[config.mk]
export PLATFORM = sky130hd
export DESIGN_NAME = brb_bridge
export DESIGN_NICKNAME = d
export VERILOG_FILES = /design/src/logic/brb_pkg.sv /design/src/logic/brb_bridge.sv
export SDC_FILE = /design/constraint.sdc
export NUM_CORES = 1
export LEC_CHECK = 0
export BUFFER_PORTS_ARGS = -buffer_cell sky130_fd_sc_hd__buf_2
export CAP_MARGIN = 30
export CORE_ASPECT_RATIO = 1.4
export CORE_MARGIN = 3
export CORE_UTILIZATION = 62
export DETAILED_ROUTE_END_ITERATION = 6
export PLACE_DENSITY = 0.79
export RECOVER_POWER = 25
export SYNTH_ARGS = -nofsm -noshare
export SYNTH_HDL_FRONTEND = slang
export SYNTH_SLANG_ARGS = --single-unit
[constraint.sdc]
create_clock -name ref_clk_in -period 2.8 [get_ports ref_clk_in]
set_input_delay 0.14 -clock ref_clk_in [delete_from_list [all_inputs] [get_ports ref_clk_in]]
set_output_delay 0.14 -clock ref_clk_in [all_outputs]
set_load 0.01 [all_outputs]
[src/logic/brb_pkg.sv]
// Constants for the two-wire to single-wire read-byte bridge
package brb_pkg;

  // Clock and single-wire slot timing
  localparam int unsigned CLK_PERIOD_NS = 100;
  localparam int unsigned T_LOW_NS      = 6000;   // Least low time that opens a read slot
  localparam int unsigned T_SAMPLE_NS   = 15000;  // Longest time from slot start to sampling
  localparam int unsigned T_SLOT_NS     = 70000;  // Least slot length, recovery included
  localparam int unsigned LOW_CYC_I     = (T_LOW_NS + CLK_PERIOD_NS - 1) / CLK_PERIOD_NS;
  localparam int unsigned SAMPLE_CYC_I  = T_SAMPLE_NS / CLK_PERIOD_NS;
  localparam int unsigned SLOT_CYC_I    = (T_SLOT_NS + CLK_PERIOD_NS - 1) / CLK_PERIOD_NS;
  localparam logic [9:0]  LOW_CYC       = 10'(LOW_CYC_I);
  localparam logic [9:0]  SAMPLE_CYC    = 10'(SAMPLE_CYC_I);
  localparam logic [9:0]  SLOT_CYC      = 10'(SLOT_CYC_I);

  // Two-wire slave address and command codes
  localparam logic [6:0]  SLAVE_ADDR           = 7'h18;
  localparam logic [7:0]  LINE_READ_BYTE_CMD   = 8'h96;
  localparam logic [7:0]  SET_READ_POINTER_CMD = 8'hE1;
  localparam logic [7:0]  PTR_READ_DATA        = 8'hE1;
  localparam logic [7:0]  PTR_STATUS           = 8'hF0;

  // Status byte layout and reset values
  localparam int unsigned STAT_BUSY_BIT = 0;
  localparam logic [7:0]  DATA_RESET    = 8'h00;
  localparam logic [2:0]  BITS_PER_BYTE = 3'h7;

  typedef enum logic {
    BRB_PTR_STATUS,
    BRB_PTR_DATA
  } brb_ptr_type;

  typedef enum logic [1:0] {
    BRB_KIND_ADDR,
    BRB_KIND_CMD,
    BRB_KIND_PARAM,
    BRB_KIND_NONE
  } brb_kind_type;

  typedef enum logic [2:0] {
    BRB_I_IDLE,
    BRB_I_RX,
    BRB_I_ACK,
    BRB_I_TX,
    BRB_I_TXACK
  } brb_i2c_type;

  typedef enum logic {
    BRB_W_IDLE,
    BRB_W_SLOT
  } brb_line_type;

endpackage

[src/logic/brb_bridge.sv]
// Two-wire slave bridge carrying the single-wire read-byte command flow
// Operation
// - Pointer change accepted while read-byte runs
// - Read-data pointer returns sampled byte
// - Pointer change framed write, restart, read
// - Busy 0 when idle, command accepted
// - Busy reads 1 while command executes
// - Read-byte command during busy is not acknowledged
`timescale 1ns/1ps
module brb_bridge
  import brb_pkg::*;
(
  input  wire logic ref_clk_in,
  input  wire logic rstn_in,
  input  wire logic scl_in,
  input  wire logic sda_in,
  output logic      sda_drv_out,
  output logic      sda_oe_out,
  input  wire logic line_in,
  output logic      line_drv_out,
  output logic      line_oe_out,
  output logic      line_busy_flag_out
);

  // Three-stage synchronisers: index 0 scl, 1 sda, 2 line
  logic [2:0]   sync1_reg;
  logic [2:0]   sync2_reg;
  logic [2:0]   sync3_reg;
  logic [2:0]   filt_reg;
  logic [2:0]   filt_prev_reg;
  logic         scl_rise;
  logic         scl_fall;
  logic         start_det;
  logic         stop_det;

  brb_i2c_type  i_state_reg;
  brb_kind_type kind_reg;
  brb_ptr_type  ptr_reg;
  logic [7:0]   shift_reg;
  logic [2:0]   bit_cnt_reg;
  logic         byte_done_reg;
  logic         ack_reg;
  logic         rw_reg;
  logic         host_ack_reg;
  logic         start_rb_reg;

  brb_line_type w_state_reg;
  logic [9:0]   slot_cnt_reg;
  logic [2:0]   rx_cnt_reg;
  logic [7:0]   rx_shift_reg;
  logic [7:0]   read_data_reg;
  logic         busy_reg;
  logic         pend_reg;
  logic [7:0]   tx_load;

  function automatic logic [7:0] status_byte(input logic busy);
    logic [7:0] s;
    s = 8'h00;
    s[STAT_BUSY_BIT] = busy;
    return s;
  endfunction

  // Byte that the next read transfer shifts out, picked by the read pointer
  assign tx_load = (ptr_reg == BRB_PTR_DATA) ? read_data_reg : status_byte(busy_reg);

  // A change counts only once stages two and three agree
  always_ff @(posedge ref_clk_in or negedge rstn_in) begin
    if (!rstn_in) begin
      sync1_reg     <= 3'h7;
      sync2_reg     <= 3'h7;
      sync3_reg     <= 3'h7;
      filt_reg      <= 3'h7;
      filt_prev_reg <= 3'h7;
    end else begin
      sync1_reg     <= {line_in, sda_in, scl_in};
      sync2_reg     <= sync1_reg;
      sync3_reg     <= sync2_reg;
      filt_reg      <= (sync2_reg & ~(sync2_reg ^ sync3_reg)) | (filt_reg & (sync2_reg ^ sync3_reg));
      filt_prev_reg <= filt_reg;
    end
  end

  assign scl_rise  = filt_reg[0] & ~filt_prev_reg[0];
  assign scl_fall  = ~filt_reg[0] & filt_prev_reg[0];
  assign start_det = filt_reg[0] & filt_prev_reg[0] & ~filt_reg[1] & filt_prev_reg[1];
  assign stop_det  = filt_reg[0] & filt_prev_reg[0] & filt_reg[1] & ~filt_prev_reg[1];

  // Two-wire slave sequencing
  always_ff @(posedge ref_clk_in or negedge rstn_in) begin
    if (!rstn_in) begin
      i_state_reg   <= BRB_I_IDLE;
      kind_reg      <= BRB_KIND_ADDR;
      ptr_reg       <= BRB_PTR_STATUS;
      shift_reg     <= 8'h00;
      bit_cnt_reg   <= 3'h0;
      byte_done_reg <= 1'b0;
      ack_reg       <= 1'b0;
      rw_reg        <= 1'b0;
      host_ack_reg  <= 1'b0;
      start_rb_reg  <= 1'b0;
      sda_oe_out    <= 1'b0;
    end else begin
      start_rb_reg <= 1'b0;
      if (start_det) begin
        i_state_reg   <= BRB_I_RX;
        kind_reg      <= BRB_KIND_ADDR;
        bit_cnt_reg   <= 3'h0;
        byte_done_reg <= 1'b0;
        sda_oe_out    <= 1'b0;
      end else if (stop_det) begin
        i_state_reg <= BRB_I_IDLE;
        sda_oe_out  <= 1'b0;
      end else begin
        unique case (i_state_reg)
          BRB_I_IDLE: begin
            sda_oe_out <= 1'b0;
          end
          BRB_I_RX: begin
            if (scl_rise) begin
              shift_reg     <= {shift_reg[6:0], filt_reg[1]};
              bit_cnt_reg   <= bit_cnt_reg + 3'h1;
              byte_done_reg <= (bit_cnt_reg == BITS_PER_BYTE);
            end else if (scl_fall && byte_done_reg) begin
              byte_done_reg <= 1'b0;
              i_state_reg   <= BRB_I_ACK;
              ack_reg       <= 1'b0;
              sda_oe_out    <= 1'b0;
              unique case (kind_reg)
                BRB_KIND_ADDR: begin
                  if (shift_reg[7:1] == SLAVE_ADDR) begin
                    ack_reg    <= 1'b1;
                    sda_oe_out <= 1'b1;
                    rw_reg     <= shift_reg[0];
                  end
                end
                BRB_KIND_CMD: begin
                  if (shift_reg == LINE_READ_BYTE_CMD && !busy_reg) begin
                    ack_reg      <= 1'b1;
                    sda_oe_out   <= 1'b1;
                    start_rb_reg <= 1'b1;
                    ptr_reg      <= BRB_PTR_STATUS;
                  end else if (shift_reg == SET_READ_POINTER_CMD) begin
                    ack_reg    <= 1'b1;
                    sda_oe_out <= 1'b1;
                  end
                  // A read-byte code while busy falls through unacknowledged
                end
                BRB_KIND_PARAM: begin
                  if (shift_reg == PTR_READ_DATA) begin
                    ack_reg    <= 1'b1;
                    sda_oe_out <= 1'b1;
                    ptr_reg    <= BRB_PTR_DATA;
                  end else if (shift_reg == PTR_STATUS) begin
                    ack_reg    <= 1'b1;
                    sda_oe_out <= 1'b1;
                    ptr_reg    <= BRB_PTR_STATUS;
                  end
                end
                default: begin
                end
              endcase
            end
          end
          BRB_I_ACK: begin
            if (scl_fall) begin
              bit_cnt_reg <= 3'h0;
              if (!ack_reg) begin
                i_state_reg <= BRB_I_IDLE;
                sda_oe_out  <= 1'b0;
              end else if (kind_reg == BRB_KIND_ADDR && rw_reg) begin
                // Status is fetched fresh for every byte so polling sees busy fall
                i_state_reg <= BRB_I_TX;
                shift_reg   <= tx_load;
                sda_oe_out  <= ~tx_load[7];
              end else begin
                i_state_reg <= BRB_I_RX;
                sda_oe_out  <= 1'b0;
                unique case (kind_reg)
                  BRB_KIND_ADDR:  kind_reg <= BRB_KIND_CMD;
                  BRB_KIND_CMD:   kind_reg <= (shift_reg == SET_READ_POINTER_CMD) ? BRB_KIND_PARAM : BRB_KIND_NONE;
                  default:        kind_reg <= BRB_KIND_NONE;
                endcase
              end
            end
          end
          BRB_I_TX: begin
            if (scl_fall) begin
              if (bit_cnt_reg == BITS_PER_BYTE) begin
                i_state_reg <= BRB_I_TXACK;
                sda_oe_out  <= 1'b0;
              end else begin
                bit_cnt_reg <= bit_cnt_reg + 3'h1;
                shift_reg   <= {shift_reg[6:0], 1'b0};
                sda_oe_out  <= ~shift_reg[6];
              end
            end
          end
          BRB_I_TXACK: begin
            if (scl_rise) begin
              host_ack_reg <= ~filt_reg[1];
            end else if (scl_fall) begin
              bit_cnt_reg <= 3'h0;
              if (host_ack_reg) begin
                i_state_reg <= BRB_I_TX;
                shift_reg   <= tx_load;
                sda_oe_out  <= ~tx_load[7];
              end else begin
                i_state_reg <= BRB_I_IDLE;
                sda_oe_out  <= 1'b0;
              end
            end
          end
        endcase
      end
    end
  end

  // Single-wire read-byte sequencer; runs apart from the pointer so a pointer change cannot disturb it
  always_ff @(posedge ref_clk_in or negedge rstn_in) begin
    if (!rstn_in) begin
      w_state_reg   <= BRB_W_IDLE;
      slot_cnt_reg  <= 10'h000;
      rx_cnt_reg    <= 3'h0;
      rx_shift_reg  <= DATA_RESET;
      read_data_reg <= DATA_RESET;
      busy_reg      <= 1'b0;
      pend_reg      <= 1'b0;
      line_oe_out   <= 1'b0;
    end else begin
      unique case (w_state_reg)
        BRB_W_IDLE: begin
          line_oe_out <= 1'b0;
          if (start_rb_reg || pend_reg) begin
            w_state_reg  <= BRB_W_SLOT;
            busy_reg     <= 1'b1;
            pend_reg     <= 1'b0;
            slot_cnt_reg <= 10'h000;
            rx_cnt_reg   <= 3'h0;
            line_oe_out  <= 1'b1;
          end
        end
        BRB_W_SLOT: begin
          slot_cnt_reg <= slot_cnt_reg + 10'h001;
          line_oe_out  <= (slot_cnt_reg + 10'h001 < LOW_CYC);
          if (slot_cnt_reg == SAMPLE_CYC) begin
            // Bits arrive least significant first
            rx_shift_reg <= {filt_reg[2], rx_shift_reg[7:1]};
            if (rx_cnt_reg == BITS_PER_BYTE) begin
              read_data_reg <= {filt_reg[2], rx_shift_reg[7:1]};
              busy_reg      <= 1'b0;
            end
          end
          // Busy falls before the last recovery ends, so an accepted command waits for it
          if (start_rb_reg) begin
            busy_reg <= 1'b1;
            pend_reg <= 1'b1;
          end
          if (slot_cnt_reg == SLOT_CYC - 10'h001) begin
            slot_cnt_reg <= 10'h000;
            rx_cnt_reg   <= rx_cnt_reg + 3'h1;
            if (rx_cnt_reg == BITS_PER_BYTE && !pend_reg) begin
              w_state_reg <= BRB_W_IDLE;
              line_oe_out <= 1'b0;
            end else begin
              line_oe_out <= 1'b1;
              if (rx_cnt_reg == BITS_PER_BYTE) pend_reg <= 1'b0;
            end
          end
        end
      endcase
    end
  end

  // Both pins are open drain: only a low is ever driven
  always_ff @(posedge ref_clk_in or negedge rstn_in) begin
    if (!rstn_in) begin
      sda_drv_out        <= 1'b0;
      line_drv_out       <= 1'b0;
      line_busy_flag_out <= 1'b0;
    end else begin
      sda_drv_out        <= 1'b0;
      line_drv_out       <= 1'b0;
      line_busy_flag_out <= busy_reg;
    end
  end

endmodule // brb_bridge

# Yosys cells after proc, flatten, opt, wreduce, memory -nomap -nowiden
# Index checks and enable logic that the tools add are counted.
word_totals:
  register_bits: 71
  latch_bits: 0
  mem_bits_rw: 0
  rom_bits: 0
  wordCells: 223
  n_memories: 0
op_classes:
  add_sub_neg: 3
  n_mul: 0
  div: 0
  n_lt_le_gt_ge: 1
  eq_ne: 42
  n_shift: 0
  n_mux: 98
  bitwise: 22
  reduce_logical: 32
op_table:
  columns: ["op", "n"]
  rows:
  - ["$mux W8", 10]
  - ["$mux W3", 18]
  - ["$mux W1", 46]
  - ["$pmux W8 S4", 1]
  - ["$ne A4 B4 Y1 const B", 7]
  - ["$ne A2 B2 Y1 const B", 13]
  - ["$eq A8 B8 Y1 const B", 3]
  - ["$pmux W3 S4", 2]
  - ["$mux W10", 2]
  - ["$pmux W10 S2", 1]
  - ["$mux W2", 9]
  - ["$reduce_and A8 Y1", 2]
  - ["$ne A3 B3 Y1 const B", 5]
  - ["$reduce_and A12 Y1", 1]
  - ["$reduce_and A6 Y1", 2]
  - ["$add A10 B1 Y10 const B", 1]
  - ["$eq A10 B10 Y1 const B", 1]
  - ["$eq A10 B8 Y1 const B", 1]
  - ["$lt A10 B6 Y1 const B", 1]
  - ["$not A1 Y1", 10]
  - ["$pmux W1 S2", 5]
  - ["$reduce_and A5 Y1", 2]
  - ["$reduce_bool A2 Y1", 5]
  - ["$eq A3 B3 Y1 const B", 3]
  - ["other kinds (30)", 47]

# Depth between registers and ports, before layout
depth:
  ltp_word: 9
  mapped_depth: 7

# Least setup slack after synthesis
# No wires, ideal clock.
synth_timing:
  path_type: "reg-to-reg"
  startpoint: "register bit_cnt_reg[0]"
  endpoint: "register shift_reg[1]"
  setup_time_ns: 0.125
  arrival_ns: 1.960
  t_required_ns: 2.675
  setup_slack_ns: 0.715
  path_stages_with_launch: 7
  n_path_buf: 0
  period_less_slack_ns: 2.085
  cell_sequence: "dfrtp_1 > ha_1 > ha_1 > a32o_1 > a211o_1 > nor3_4 > mux2_2"
synth_between:
  elab_chain_len: 3
synth_lines:
  columns: ["item", "line", "rtl"]
  rows:
  - ["from (decl)", "brb_bridge.sv:40", "logic [2:0] bit_cnt_reg;"]
  - ["from (signal assigned)", "brb_bridge.sv:121", "bit_cnt_reg <= bit_cnt_reg + 3'h1;"]
  - ["from (signal assigned)", "brb_bridge.sv:192", "bit_cnt_reg <= bit_cnt_reg + 3'h1;"]
  - ["$eq A3 B3 Y1", "brb_bridge.sv:188", "if (bit_cnt_reg == BITS_PER_BYTE) begin"]
  - ["$ne A2 B2 Y1 (no line)", null, null]
  - ["$reduce_and A12 Y1 (no line)", null, null]
  - ["to (signal assigned)", "brb_bridge.sv:173", "shift_reg <= tx_load;"]
  - ["to (signal assigned)", "brb_bridge.sv:193", "shift_reg <= {shift_reg[6:0], 1'b0};"]
  - ["to (signal assigned)", "brb_bridge.sv:205", "shift_reg <= tx_load;"]
  - ["to (decl)", "brb_bridge.sv:39", "logic [7:0] shift_reg;"]
# No other way between the ends.
# A chain may end at the register's enable or synchronous reset.

# Final worst setup path
layout_timing:
  startpoint: "register i_state_reg[2]"
  endpoint: "register shift_reg[7]"
layout_between:
  elab_chain_len: 3
  word_cells_on_any_way: 16
  cone_classes: "13 x eq/ne; 1 x mux; 2 x reduce/logical"
layout_lines:
  columns: ["item", "line", "rtl"]
  rows:
  - ["from (decl)", "brb_bridge.sv:36", "brb_i2c_type i_state_reg;"]
  - ["from (signal assigned)", "brb_bridge.sv:91", "i_state_reg <= BRB_I_IDLE;"]
  - ["from (signal assigned)", "brb_bridge.sv:105", "i_state_reg <= BRB_I_RX;"]
  - ["from (signal assigned)", "brb_bridge.sv:111", "i_state_reg <= BRB_I_IDLE;"]
  - ["$eq A3 B3 Y1, or another cell as far along", "brb_bridge.sv:114", "unique case (i_state_reg)"]
  - ["$reduce_bool A4 Y1 (no line) or $ne A2 B2 Y1 (tied branches)", null, null]
  - ["$reduce_and A12 Y1 (no line)", null, null]
  - ["to (signal assigned)", "brb_bridge.sv:120", "shift_reg <= {shift_reg[6:0], filt_reg[1]};"]
  - ["to (signal assigned)", "brb_bridge.sv:173", null]
  - ["to (signal assigned)", "brb_bridge.sv:193", null]
# Parallel ways exist; a longest one is shown, timed or not.

==> impl_metrics.tcl <==
set metrics [dict create \
    outcome "finished with violations" \
    violations "capacitance limit, slew limit" \
    synth_top_area_share_pct 38.4 \
    cp_cell_sequence "nor2b_1, a32o_1, a211o_1, nor3_4, mux2_2" \
    finalHoldViolCount 0 \
    grt_pass1_wl_mm 12.5 \
    cts_hold_repair.buffers 3 \
    die_w_um 70.9 \
    worst_ep_arrival_time_ns 2.54 \
    cts_num_sinks 70 \
    setup_viol 0 \
    area_growth_pct 9.25 \
    max_freq_mhz 431 \
    cts_setup_buffers 0 \
    layout.nets 375 \
    required_ns 3.02 \
    grt_max_degree 71 \
    hpwl_mm 5.05 \
    yosysTopAreaCell "dfrtp_1" \
    numCtsBuffers 9 \
    drt_iter0_drc 123 \
    port_buffers 7 \
    timing.rr.start "i_state_reg[2]$_DFFE_PN0P_" \
    die_y_um 96.8 \
    route.detailed.drc 0 \
    vdd_drop_max_v 0.000395 \
    syn_area_per_cell_sq_um 10.6 \
    ff2ff_path_depth 5 \
    cts_tree "built" \
    clkTransAtPathRegs_ns 0.07 \
    slew_violations 71 \
    gp_congestion 0.940 \
    cts_resized 0 \
    fill_cells 422 \
    clk_latency_ns 0.34 \
    diodes 0 \
    first_global_vias 2679 \
    final_common_cell "dfrtp_1" \
    antenna_found_initial 0 \
    path_buf_inv 0 \
    skew_ns 0.00555 \
    clockRootBuffer "clkbuf_8" \
    multi_input_area_sq_um 1780 \
    path_delay_family "flip-flops" \
    r2r_end "shift_reg[7]$_DFFE_PN0P_" \
    yosys-top-cells-area "dfrtp_1, dfstp_2, mux2_2" \
    p_leak_nw 1.78 \
    cp_max_fo 17 \
    critPathMaxStageDelay_ns 0.67 \
    synth_warnings 0 \
    final_cell_mix "dfrtp_1, nand2_1, o21ai_0, mux2_2" \
    critPathLaunchType "flop" \
    vias_per_cell 6.21 \
    synth.distinct_cells 63 \
    yosysSeqAreaShare_pct 48.4 \
    finalSetupTns_ns 0 \
    rsz0062_at_grt "false" \
    dr.pass1.iters 5 \
    maxCapViolations 1 \
    synth-edff-count 0 \
    synthFlopType "dfrtp_1" \
    wl_per_cell_um 16.8 \
    relSlewSlack_pct -11.5 \
    die_area_sq_um 6860 \
    min_period_ns 2.32 \
    ys_ff_latch 70 \
    syn-cell-area_sq_um 3650 \
    grt_overflow 0 \
    core_sq_um 5610 \
    worst_pin_slew_ns 1.67 \
    power.density_nw_per_um2 726 \
    timing.final.ws_setup_ns 0.478 \
    ios 10 \
    crit_type "flop to flop" \
    largest_register_ffs 10 \
    htree_levels 3 \
    async_flop_share_pct 100 \
    grt.total_usage_pct 22.8 \
    drive_gt1_share_pct 20.9 \
    post-place-ws_ns 0.509 \
    r2r_setup_slack_ns 0.48 \
    initial_core_util_pct 65.2 \
    vias 2683 \
    critPathSlowestCell "dfrtp_1" \
    hold_path_class "input port to asynchronous set/reset pin" \
    routed_wl_mm 7.25 \
    period_share_pct 82.9 \
    cp.depth 5 \
    final-seq-area_sq_um 1770 \
    cts_buffer_depth 2 \
    critPathCaptureType "flop" \
    synth_cells 345 \
    num_rows 32 \
    antenna_left 0 \
]
## per-stage QoR
stage,power [mW],std cells,area [sq um],utilization (%),hold slack (ns)
detailed placement,2.05,413,3750,66.9,0.246
finish,2.90,432,3990,71.2,0.316
CTS,2.90,432,3990,71.2,0.0281
floorplan,1.87,346,3660,-,-0.156
global route,3.06,432,3990,71.2,0.366
global placement,2.04,413,3750,66.9,0.245
## cells in the mapped netlist, drive strengths merged (4+ instances only)
cell	number
nand2b	7
ha	11
mux2i	4
nor3b	7
o31ai	4
a21oi	16
o211ai	5
dfrtp	56
nor2b	5
clkbuf	6
nor3	4
nand2	31
nor4	4
a31oi	4
nand3	14
inv	10
buf	8
dfstp	14
mux2	25
nor2	16
nand3b	5
xnor2	5
a22o	6
o21ai	31
## kinds of logic after synthesis
logic type      share of synthesized area [%]
compound gates                           14.8
buf+inv                                  2.95
flops                                    48.4
simple gates                             18.4
xor+xnor                                 1.92
fa+ha+maj                                4.59
mux                                      8.80
other cells                             0.103
## layout make-up
class / count / area share [%]
clock buffer: 13 / 4.23
tap: 68 / 2.13
multi-input combinational: 252 / 44.6
timing repair buffer: 16 / 2.70
clock inverter: 3 / 1.07
inverter: 10 / 0.941
sequential: 70 / 44.3
## power by group
group	internal, mW	total [mW]	switching (mW)
logic	0.332	0.761	0.429
clock network	0.484	0.849	0.365
registers	1.12	1.29	0.170
## how the worst max path moves through the flow
stage | slack [ns] | endpoint | start
after CTS | 0.49 | shift_reg[7]$_DFFE_PN0P_ | i_state_reg[2]$_DFFE_PN0P_
after detailed placement | 0.51 | shift_reg[7]$_DFFE_PN0P_ | i_state_reg[1]$_DFFE_PN0P_
after floorplan | 0.72 | shift_reg[1]$_DFFE_PN0P_ | bit_cnt_reg[0]$_DFFE_PN0P_
after global routing | 0.31 | shift_reg[2]$_DFFE_PN0P_ | i_state_reg[2]$_DFFE_PN0P_
final | 0.48 | shift_reg[7]$_DFFE_PN0P_ | i_state_reg[2]$_DFFE_PN0P_
after global placement | 0.56 | shift_reg[5]$_DFFE_PN0P_ | i_state_reg[2]$_DFFE_PN0P_
## per-layer routing
layer,track usage (%),wire length (um),vias to the layer above
met4,13.2,318,0
met1,26.9,2930,1311
met2,38.2,3800,65
li1,-,-,1276
met5,0,0,-
met3,4.16,210,31
(Power assumes the default switching activity.)
